## config.mk

```make
export PLATFORM = sky130hd
export DESIGN_NAME = pwm_duty_compare
export DESIGN_NICKNAME = d
export VERILOG_FILES = /design/src/pkg/pwm_duty_compare_pkg.sv /design/src/hw/pwm_duty_compare.sv
export SDC_FILE = /design/constraint.sdc
export NUM_CORES = 1
export LEC_CHECK = 0
export ABC_AREA = 1
export BUFFER_PORTS_ARGS = -buffer_cell sky130_fd_sc_hd__clkbuf_2
export CAP_MARGIN = 15
export CORE_UTILIZATION = 35
export DETAILED_ROUTE_END_ITERATION = 16
export GPL_TIMING_DRIVEN = 0
export PLACE_DENSITY = 0.56
export REMOVE_ABC_BUFFERS = 1
export SLEW_MARGIN = 25
export SYNTH_ARGS = -nofsm -noshare
export SYNTH_HDL_FRONTEND = slang
export SYNTH_SLANG_ARGS = --single-unit
```

## constraint.sdc

```tcl
create_clock -name clk -period 2 [get_ports clk]
set_input_delay 0.4 -clock clk [delete_from_list [all_inputs] [get_ports clk]]
set_output_delay 0.4 -clock clk [all_outputs]
set_load 0.05 [all_outputs]
```

## src/pkg/pwm_duty_compare_pkg.sv

```systemverilog
// Operation
// - duty held in high shadow register plus 2-bit latch for glitchless updates
// - output cleared when shadow plus latch equals timer count with two fine bits
// - duty longer than period keeps output high; only shutdown or disable clears it
// - period timer prescaler divides by 1, 4 or 16
// - usable resolution limited to log2 of oscillator over pwm frequency
// - first channel offers auto-shutdown; second channel has none
package pwm_duty_compare_pkg;
	// ==========================================
	// widths
	localparam int DUTY_W     = 10;
	localparam int FINE_W     = 2;
	localparam int BYTE_W     = 8;
	localparam int PRESCALE_W = 2;
	// ==========================================
	// prescaler selections
	localparam logic [1:0] PRESCALE_DIV1  = 2'h0;
	localparam logic [1:0] PRESCALE_DIV4  = 2'h1;
	localparam logic [1:0] PRESCALE_DIV16 = 2'h2;
	// ==========================================
	// reset, last-count and zero-duty values
	localparam logic [7:0] COUNT_RESET  = 8'h00;
	localparam logic [1:0] FINE_RESET   = 2'h0;
	localparam logic [3:0] PRE_RESET    = 4'h0;
	localparam logic [3:0] PRE_LAST16   = 4'hF;
	localparam logic [1:0] PRE_LAST4    = 2'h3;
	localparam logic [1:0] FINE_LAST    = 2'h3;
	localparam logic [9:0] DUTY_ZERO    = 10'h000;
endpackage

```

## src/hw/pwm_duty_compare.sv

```systemverilog
`timescale 1ns/1ps
module pwm_duty_compare #(
	parameter int  HAS_SHUTDOWN = 1
) (
	// clock and reset
	input  wire logic       clk,
	input  wire logic       rst,
	// configuration from software-owned registers
	input  wire logic       pwmEnable,
	input  wire logic [7:0] periodLimitReg,
	input  wire logic [7:0] dutyWriteByte,
	input  wire logic [1:0] dutyLowBits,
	input  wire logic [1:0] prescaleSel,
	// auto-shutdown request
	input  wire logic       shutdownReq,
	// status and pin
	output logic      [7:0] periodTimerCount,
	output logic            periodMatch,
	output logic            pwmOutputPin
);
	// ==========================================
	// local state
	logic [1:0]                              qPhase_q;
	logic [3:0]                              pre_q;
	logic [7:0]                              count_q;
	logic [7:0]                              count_d;
	logic [7:0]                              dutyShadowHigh_q;
	logic [7:0]                              dutyShadowHigh_d;
	logic [1:0]                              dutyLatch_q;
	logic [1:0]                              dutyLatch_d;
	logic                                    shut_q;
	logic                                    shut_d;
	logic                                    pin_q;
	logic                                    pin_d;
	logic [1:0]                              fine;
	logic                                    qEnd;
	logic                                    step;
	logic                                    dutyHit;
	logic                                    dutyZero;
	logic [pwm_duty_compare_pkg::DUTY_W-1:0] dutyActive;
	logic [pwm_duty_compare_pkg::DUTY_W-1:0] timeNow;

	// ==========================================
	// elaboration checks
	initial begin
		if (HAS_SHUTDOWN != 0 && HAS_SHUTDOWN != 1) begin
			$error("HAS_SHUTDOWN must be 0 or 1");
		end
		if (pwm_duty_compare_pkg::BYTE_W != $bits(dutyWriteByte)) begin
			$error("duty byte width does not match the package");
		end
		if (pwm_duty_compare_pkg::FINE_W != $bits(dutyLowBits)) begin
			$error("duty fine width does not match the package");
		end
		if (pwm_duty_compare_pkg::FINE_W != $bits(qPhase_q)) begin
			$error("quarter phase width does not match the package");
		end
		if (pwm_duty_compare_pkg::PRESCALE_W != $bits(prescaleSel)) begin
			$error("prescaler select width does not match the package");
		end
		if ($bits(periodLimitReg) != $bits(periodTimerCount)) begin
			$error("period limit and timer widths differ");
		end
		if (pwm_duty_compare_pkg::BYTE_W + pwm_duty_compare_pkg::FINE_W
			!= pwm_duty_compare_pkg::DUTY_W) begin
			$error("duty width must be byte width plus fine width");
		end
	end

	// ==========================================
	// prescaler decoding, shared by step and fine-bit logic
	function automatic logic isDiv1(input logic [1:0] sel);
		isDiv1 = (sel == pwm_duty_compare_pkg::PRESCALE_DIV1);
	endfunction

	function automatic logic isDiv4(input logic [1:0] sel);
		isDiv4 = (sel == pwm_duty_compare_pkg::PRESCALE_DIV4);
	endfunction

	// select 3 is not a listed setting; it divides by 16 like select 2
	function automatic logic preWrap(input logic [1:0] sel, input logic [3:0] pre);
		logic wrap;
		if (isDiv1(sel)) begin
			wrap = 1'b1;
		end else if (isDiv4(sel)) begin
			wrap = (pre[1:0] == pwm_duty_compare_pkg::PRE_LAST4);
		end else begin
			wrap = (pre == pwm_duty_compare_pkg::PRE_LAST16);
		end
		return wrap;
	endfunction

	// ==========================================
	// quarter-cycle phase
	// four core clocks make one timer input clock
	always_ff @(posedge clk) begin
		if (rst || !pwmEnable) begin
			qPhase_q <= pwm_duty_compare_pkg::FINE_RESET;
		end else begin
			qPhase_q <= qPhase_q + 2'h1;
		end
	end
	assign qEnd = (qPhase_q == pwm_duty_compare_pkg::FINE_LAST);

	// ==========================================
	// timer prescaler, counting whole timer input clocks
	always_ff @(posedge clk) begin
		if (rst || !pwmEnable) begin
			pre_q <= pwm_duty_compare_pkg::PRE_RESET;
		end else if (step) begin
			pre_q <= pwm_duty_compare_pkg::PRE_RESET;
		end else if (qEnd) begin
			pre_q <= pre_q + 4'h1;
		end
	end
	// timer steps once per 4, 16 or 64 quarter cycles
	assign step = qEnd && preWrap(prescaleSel, pre_q);

	// ==========================================
	// fine bits
	// the two bits that advance once per duty lsb; full ten-bit resolution
	// only while the period spans the whole byte range
	always_comb begin
		if (isDiv1(prescaleSel)) begin
			fine = qPhase_q;
		end else if (isDiv4(prescaleSel)) begin
			fine = pre_q[1:0];
		end else begin
			fine = pre_q[3:2];
		end
	end

	// ==========================================
	// period timer
	assign periodMatch = pwmEnable && step && (count_q == periodLimitReg);

	// a limit written below the running count lets the timer wrap once
	always_comb begin
		count_d = count_q;
		if (periodMatch) begin
			count_d = pwm_duty_compare_pkg::COUNT_RESET;
		end else if (step) begin
			count_d = count_q + 8'h01;
		end
	end

	always_ff @(posedge clk) begin
		if (rst || !pwmEnable) begin
			count_q <= pwm_duty_compare_pkg::COUNT_RESET;
		end else begin
			count_q <= count_d;
		end
	end
	assign periodTimerCount = count_q;

	// ==========================================
	// double-buffered duty
	// shadow only reloads at period end, so mid-period writes cannot glitch
	always_comb begin
		dutyShadowHigh_d = dutyShadowHigh_q;
		dutyLatch_d      = dutyLatch_q;
		if (periodMatch) begin
			dutyShadowHigh_d = dutyWriteByte;
			dutyLatch_d      = dutyLowBits;
		end
	end

	always_ff @(posedge clk) begin
		if (rst) begin
			dutyShadowHigh_q <= pwm_duty_compare_pkg::COUNT_RESET;
			dutyLatch_q      <= pwm_duty_compare_pkg::FINE_RESET;
		end else begin
			dutyShadowHigh_q <= dutyShadowHigh_d;
			dutyLatch_q      <= dutyLatch_d;
		end
	end

	// ==========================================
	// shutdown, first channel only
	// a request wins over the period match that would otherwise release it
	always_comb begin
		shut_d = shut_q;
		if (shutdownReq) begin
			shut_d = 1'b1;
		end else if (periodMatch) begin
			shut_d = 1'b0;
		end
	end

	always_ff @(posedge clk) begin
		if (rst || HAS_SHUTDOWN == 0) begin
			shut_q <= 1'b0;
		end else begin
			shut_q <= shut_d;
		end
	end

	// ==========================================
	// output pin
	// a duty beyond the period never matches, so the pin stays high
	assign dutyActive = {dutyShadowHigh_q, dutyLatch_q};
	assign timeNow    = {count_q, fine};
	assign dutyHit    = (dutyActive == timeNow);
	assign dutyZero   = ({dutyWriteByte, dutyLowBits} == pwm_duty_compare_pkg::DUTY_ZERO);

	always_comb begin
		pin_d = pin_q;
		if (periodMatch) begin
			pin_d = !dutyZero;
		end else if (dutyHit) begin
			pin_d = 1'b0;
		end
	end

	// disable parks the pin low, like the timer
	always_ff @(posedge clk) begin
		if (rst || !pwmEnable) begin
			pin_q <= 1'b0;
		end else begin
			pin_q <= pin_d;
		end
	end
	// both terms are flops, so the pin carries no decode glitch
	assign pwmOutputPin = pin_q && !shut_q;
endmodule

```

==> flow_metrics.env, run 1 <==
export IMPL_run_status="finished clean"
export IMPL_die_y_um=69.6
export IMPL_die_width_um=69.6
export IMPL_max_freq_ghz=0.525
export IMPL_cts_buffers=3
export IMPL_antenna_found_initial=0
export IMPL_rsz0062_at_grt="false"
export IMPL_tightest_slew_ns=0.530
export IMPL_crit_type="register to primary output"
export IMPL_num_vias=1671
export IMPL_port_buffer_count=33
export IMPL_clk_pin_slew_ns=0.10
export IMPL_wl_per_cell_um=11.0
export IMPL_core_area_um2=4380
export IMPL_ys_ff_latch=26
export IMPL_worstPathMaxFanout=4
export IMPL_clockBufferDepth=2
export IMPL_drive_gt1_share_pct=22.5
export IMPL_nets=330
export IMPL_crit_buf_inv=1
export IMPL_worstSetupEndpointType="primary output"
export IMPL_dp_cells=348
export IMPL_die_area_um2=4850
export IMPL_drv_cap=0
export IMPL_first_global_vias=1455
export IMPL_power_total_mw=0.972
export IMPL_avgSynthCellArea_um2=6.07
export IMPL_grt_pass1_wl_um=6540
export IMPL_multi_input_area_um2=916
export IMPL_worstPathCellList="ha_2 > o21ai_1 > nor2_4 > nand2_2 > nor2_4 > buf_8"
export IMPL_slowest_stage="dfxtp_4"
export IMPL_register_area_um2=537
export IMPL_vias_per_cell=4.72
export IMPL_ys_seq_area_share_pct=32.5
export IMPL_grt_max_degree=17
export IMPL_num_rows=24
export IMPL_pin_count=34
export IMPL_syn_to_final_growth_pct=20.6
export IMPL_syn_inst=264
export IMPL_timing_final_crit_share_pct=95.2
export IMPL_setup_tns_ns=0
export IMPL_relSlewSlack_pct=64.5
export IMPL_crit_arrival_ns=1.50
export IMPL_fillers=495
export IMPL_cts_sinks=26
export IMPL_power_density_nw_per_um2=503
export IMPL_critical_path_required_ns=1.60
export IMPL_num_antenna_cells=0
export IMPL_hold_viol_final=0
export IMPL_first_pass_iters=4
export IMPL_wl_um=3910
export IMPL_critPathTopFamily="flip-flops"
export IMPL_cp_common_cell="nor2_4"
export IMPL_hp_class="primary input to register"
export IMPL_tritoncts="built"
export IMPL_clock_skew_ns=0.00627
export IMPL_drc_errors=0
export IMPL_worstSkewPairLatency_ns=0.28
export IMPL_yosys_warnings=0
export IMPL_final_instance_count_excl_fill=354
export IMPL_drt_iter0_markers=45
export IMPL_worstSetupStartpointType="register"
export IMPL_setup_violations=0
export IMPL_floorplan_initialDensity_pct=36.5
export IMPL_gr_total_overflow=0
export IMPL_track_usage_pct=17.1
export IMPL_vdd_drop_max_mv=0.243
export IMPL_maxSlewViolCount=0
export IMPL_period_needed_ns=1.90
export IMPL_ant_nets=0
export IMPL_gp_congestion=0.796
export IMPL_max_stage_delay_ns=0.38
export IMPL_synth_distinct_cells=24
export IMPL_syn_cell_area_um2=1600
export IMPL_place_hpwl_um=3020
export IMPL_power_leakage_nw=0.875
export IMPL_ctsHtreeMaxLevel=1
export IMPL_clockRootBuffer="clkbuf_8"
export IMPL_ctsHoldBuffers=0
==> per-layer routing <==
metal / GRT usage [%] / part of all wire (%)
met5: 0 / 0
met4: 7.33 / 2.0
met3: 2.18 / 4.1
met2: 27.3 / 43
met1: 23.1 / 50
==> per-stage QoR <==
stage | hold WS [ns] | worst slack (ns) | util (%) | instance area (µm²)
finish | 0.302 | 0.0961 | 44.1 | 1930
detailed placement | 0.440 | -0.209 | 41.5 | 1820
global route | 0.310 | 0.000455 | 44.1 | 1930
floorplan | 0.417 | -0.0148 | - | 1590
global placement | 0.436 | -0.225 | 41.5 | 1820
CTS | 0.299 | 0.0194 | 43.7 | 1920
==> final timing paths <==
kind	end	cells past startpoint	slack, ns	start
max	periodMatch	6	0.1	pre_q[1]$_SDFFE_PP0N_
max reg2reg	dutyShadowHigh_q[2]$_SDFFE_PP0P_	8	0.43	pre_q[1]$_SDFFE_PP0N_
min	shut_q$_SDFFE_PP0P_	2	0.30	rst
min reg2reg	qPhase_q[0]$_SDFF_PP0_	1	0.46	qPhase_q[0]$_SDFF_PP0_
==> cells in the final DEF, fill, tap and decap left out, types with 3 or more instances in the layout <==
cell,synthesis,layout
nor2_2,3,3
a21oi_1,17,17
xor2_1,3,3
nor3_1,6,6
nand4_1,5,5
nand2_2,5,5
dfxtp_2,0,7
inv_2,4,4
dfxtp_1,26,17
clkbuf_2,0,32
clkbuf_8,0,4
o21ai_0,12,12
nand2_1,79,79
nor2_1,39,39
nand3_1,10,10
inv_1,41,41
==> power breakdown <==
part | total (mW) | switching (mW) | internal (mW)
clock network | 0.361 | 0.184 | 0.177
registers | 0.521 | 0.00293 | 0.518
logic | 0.0899 | 0.0531 | 0.0369
==> Yosys cell counts <==
library cell | n | area share [%]
nand2_2 | 5 | 2.0
a21oi_2 | 1 | 0.55
nor3_1 | 6 | 1.9
nand3_2 | 1 | 0.63
nand4_1 | 5 | 2.0
ha_1 | 3 | 2.3
nor3_2 | 1 | 0.63
a31oi_1 | 1 | 0.39
a21oi_1 | 17 | 5.3
nor2_1 | 39 | 9.1
nand2_4 | 1 | 0.70
nand3_1 | 10 | 3.1
nor2_4 | 2 | 1.4
inv_1 | 41 | 9.6
dfxtp_1 | 26 | 33
xor2_1 | 3 | 1.6
o21ai_0 | 12 | 3.8
nor2_2 | 3 | 1.2
inv_2 | 4 | 0.94
nor4_1 | 1 | 0.39
nand2_1 | 79 | 19
o21ai_1 | 1 | 0.31
nand3b_1 | 1 | 0.47
buf_6 | 1 | 0.70
==> logic make-up after synthesis <==
kind of cell	synth area share, %
simple gates	42.0
buf+inv	11.2
compound gates	10.3
flops	32.5
xor+xnor	1.64
fa+ha+maj	2.34
==> final cells by class <==
class,instances,area share [%]
clock buffers,4,2.85
inverters,45,8.74
multi-input cells,192,47.4
flip-flops and latches,26,27.8
well taps,52,3.37
repair buffers,35,9.84
==> timing repair <==
item                                    CTS  global route
pin swaps                                 2             0
resized for setup                         6            11
endpoints found under the setup margin    1             1
buffers inserted                          2             0
==> sequential cells by signal (all words and copies together) (netlist names) <==
signal / count
pre_q: 4
periodTimerCount: 8
qPhase_q: 2
dutyLatch_q: 2
shut_q: 1
dutyShadowHigh_q: 8
pin_q: 1
Power figures use the tool's default switching activity.
==> inputs of run 2 (changes only) <==
CORE_UTILIZATION = 40   (was 35)
PLACE_DENSITY = 0.63   (was 0.56)
==> flow_metrics.env, run 2 (same netlist as run 1, synthesis figures left out) <==
export IMPL_hp_class="primary input to register"
export IMPL_timing_final_crit_share_pct=95.8
export IMPL_crit_arrival_ns=1.52
export IMPL_nets=330
export IMPL_setup_violations=0
export IMPL_reg2regPathDepth=8
export IMPL_clock_skew_ns=0.00473
export IMPL_worstSetupStartpointType="register"
export IMPL_hold_depth=2
export IMPL_drc_errors=0
export IMPL_worstPathCellList="ha_2 > o21ai_1 > nor2_4 > nand2_2 > nor2_4 > clkbuf_8"
export IMPL_drive_gt1_share_pct=22.6
export IMPL_clk_pin_slew_ns=0.09
export IMPL_power_total_mw=0.910
export IMPL_clockRootBuffer="clkbuf_8"
export IMPL_num_antenna_cells=0
export IMPL_gp_congestion=0.801
export IMPL_place_hpwl_um=2940
export IMPL_vdd_drop_max_mv=0.346
export IMPL_final_cell_mix="nand2_1, inv_1, nor2_1, clkbuf_2, a21oi_1"
export IMPL_wl_per_cell_um=10.9
export IMPL_min_to="shut_q$_SDFFE_PP0P_"
export IMPL_ctsHtreeMaxLevel=1
export IMPL_reg2reg_from="pre_q[1]$_SDFFE_PP0N_"
export IMPL_num_rows=22
export IMPL_max_stage_delay_ns=0.37
export IMPL_postLayoutCoreUtil_pct=51.0
export IMPL_maxSlewViolCount=0
export IMPL_critPathTopFamily="flip-flops"
export IMPL_cts_buffers=3
export IMPL_period_needed_ns=1.92
export IMPL_ctsHoldBuffers=0
export IMPL_r2r_slack_ns=0.43
export IMPL_die_y_um=65.3
export IMPL_hold_viol_final=0
export IMPL_port_buffer_count=33
export IMPL_antenna_found_initial=0
export IMPL_crit_type="register to primary output"
export IMPL_slowest_stage="dfxtp_2"
export IMPL_gr_total_overflow=0
export IMPL_r2r_end="dutyShadowHigh_q[2]$_SDFFE_PP0P_"
export IMPL_drt_iter0_markers=40
export IMPL_power_density_nw_per_um2=477
export IMPL_grt_max_degree=17
export IMPL_max_freq_ghz=0.522
export IMPL_syn_to_final_growth_pct=19.1
export IMPL_worstPathMaxFanout=4
export IMPL_relSlewSlack_pct=66.7
export IMPL_drv_cap=0
export IMPL_first_pass_iters=5
export IMPL_cts_sinks=26
export IMPL_die_width_um=65.3
export IMPL_rsz0062_at_grt="false"
export IMPL_final_common_cell="nand2_1"
export IMPL_tightest_slew_ns=0.497
export IMPL_grt_pass1_wl_um=6560
export IMPL_worstSetupEndpointType="primary output"
export IMPL_tritoncts="built"
export IMPL_run_status="finished clean"
export IMPL_wl_um=3810
export IMPL_num_vias=1633
export IMPL_die_area_um2=4260
export IMPL_clockBufferDepth=2
export IMPL_first_global_vias=1511
export IMPL_cp_common_cell="nor2_4"
export IMPL_power_leakage_nw=0.867
export IMPL_worstSkewPairLatency_ns=0.27
export IMPL_min_delay_start="rst"
export IMPL_crit_buf_inv=1
export IMPL_floorplan_initialDensity_pct=42.8
export IMPL_ant_nets=0
export IMPL_pin_count=34
export IMPL_vias_per_cell=4.68
export IMPL_track_usage_pct=19.9
export IMPL_critical_path_required_ns=1.60
export IMPL_core_area_um2=3740
-- run 2: layout make-up --
type                            count  area [µm²]
Multi-Input combinational cell    192         916
Clock buffer                        3        41.3
Inverter                           45         169
Sequential cell                    26         533
Fill cell                         411        1840
Tap cell                           48        60.1
Timing Repair Buffer               35         189
-- run 2: layer usage --
metal | GRT usage, % | share of wire (%)
met5 | 0 | 0
met4 | 7.07 | 1.0
met3 | 2.08 | 3.0
met2 | 34.5 | 46
met1 | 25.2 | 50
-- run 2: power breakdown --
group	switching, mW	total (mW)	leakage (nW)	internal, mW
Sequential	0.00279	0.523	0.215	0.521
Combinational	0.0529	0.0897	0.631	0.0368
Clock	0.162	0.297	0.0216	0.135
-- run 2: what timing repair did --
| item | in CTS | in global routing |
|---|---|---|
| pin swaps | 2 | 0 |
| setup endpoints to repair | 1 | 1 |
| gates resized for setup | 4 | 11 |
| buffers inserted | 2 | 0 |
-- run 2: how the worst max path moves through the flow --
stage                                                 from     endpoint  slack, ns  depth (start not counted)
after CTS                           qPhase_q[0]$_SDFF_PP0_  periodMatch       0.02                          6
after floorplan           periodTimerCount[0]$_SDFFE_PP0P_  periodMatch      -0.01                          6
final                                pre_q[1]$_SDFFE_PP0N_  periodMatch       0.08                          6
after global placement                      prescaleSel[0]  periodMatch      -0.20                          7
after detailed placement                    prescaleSel[0]  periodMatch      -0.20                          7
after global routing                 pre_q[1]$_SDFFE_PP0N_  periodMatch      0.003                          6
-- run 2: through the flow --
stage / hold WS, ns / cell area [µm²] / cells / worst slack (ns) / setup TNS (ns)
CTS: 0.317 / 1890 / 349 / 0.0161 / 0
floorplan: 0.417 / 1590 / 263 / -0.0148 / -0.0148
detailed placement: 0.439 / 1820 / 344 / -0.201 / -0.201
finish: 0.323 / 1910 / 349 / 0.0833 / 0
global route: 0.315 / 1910 / 349 / 0.00329 / 0
global placement: 0.432 / 1820 / 344 / -0.197 / -0.197
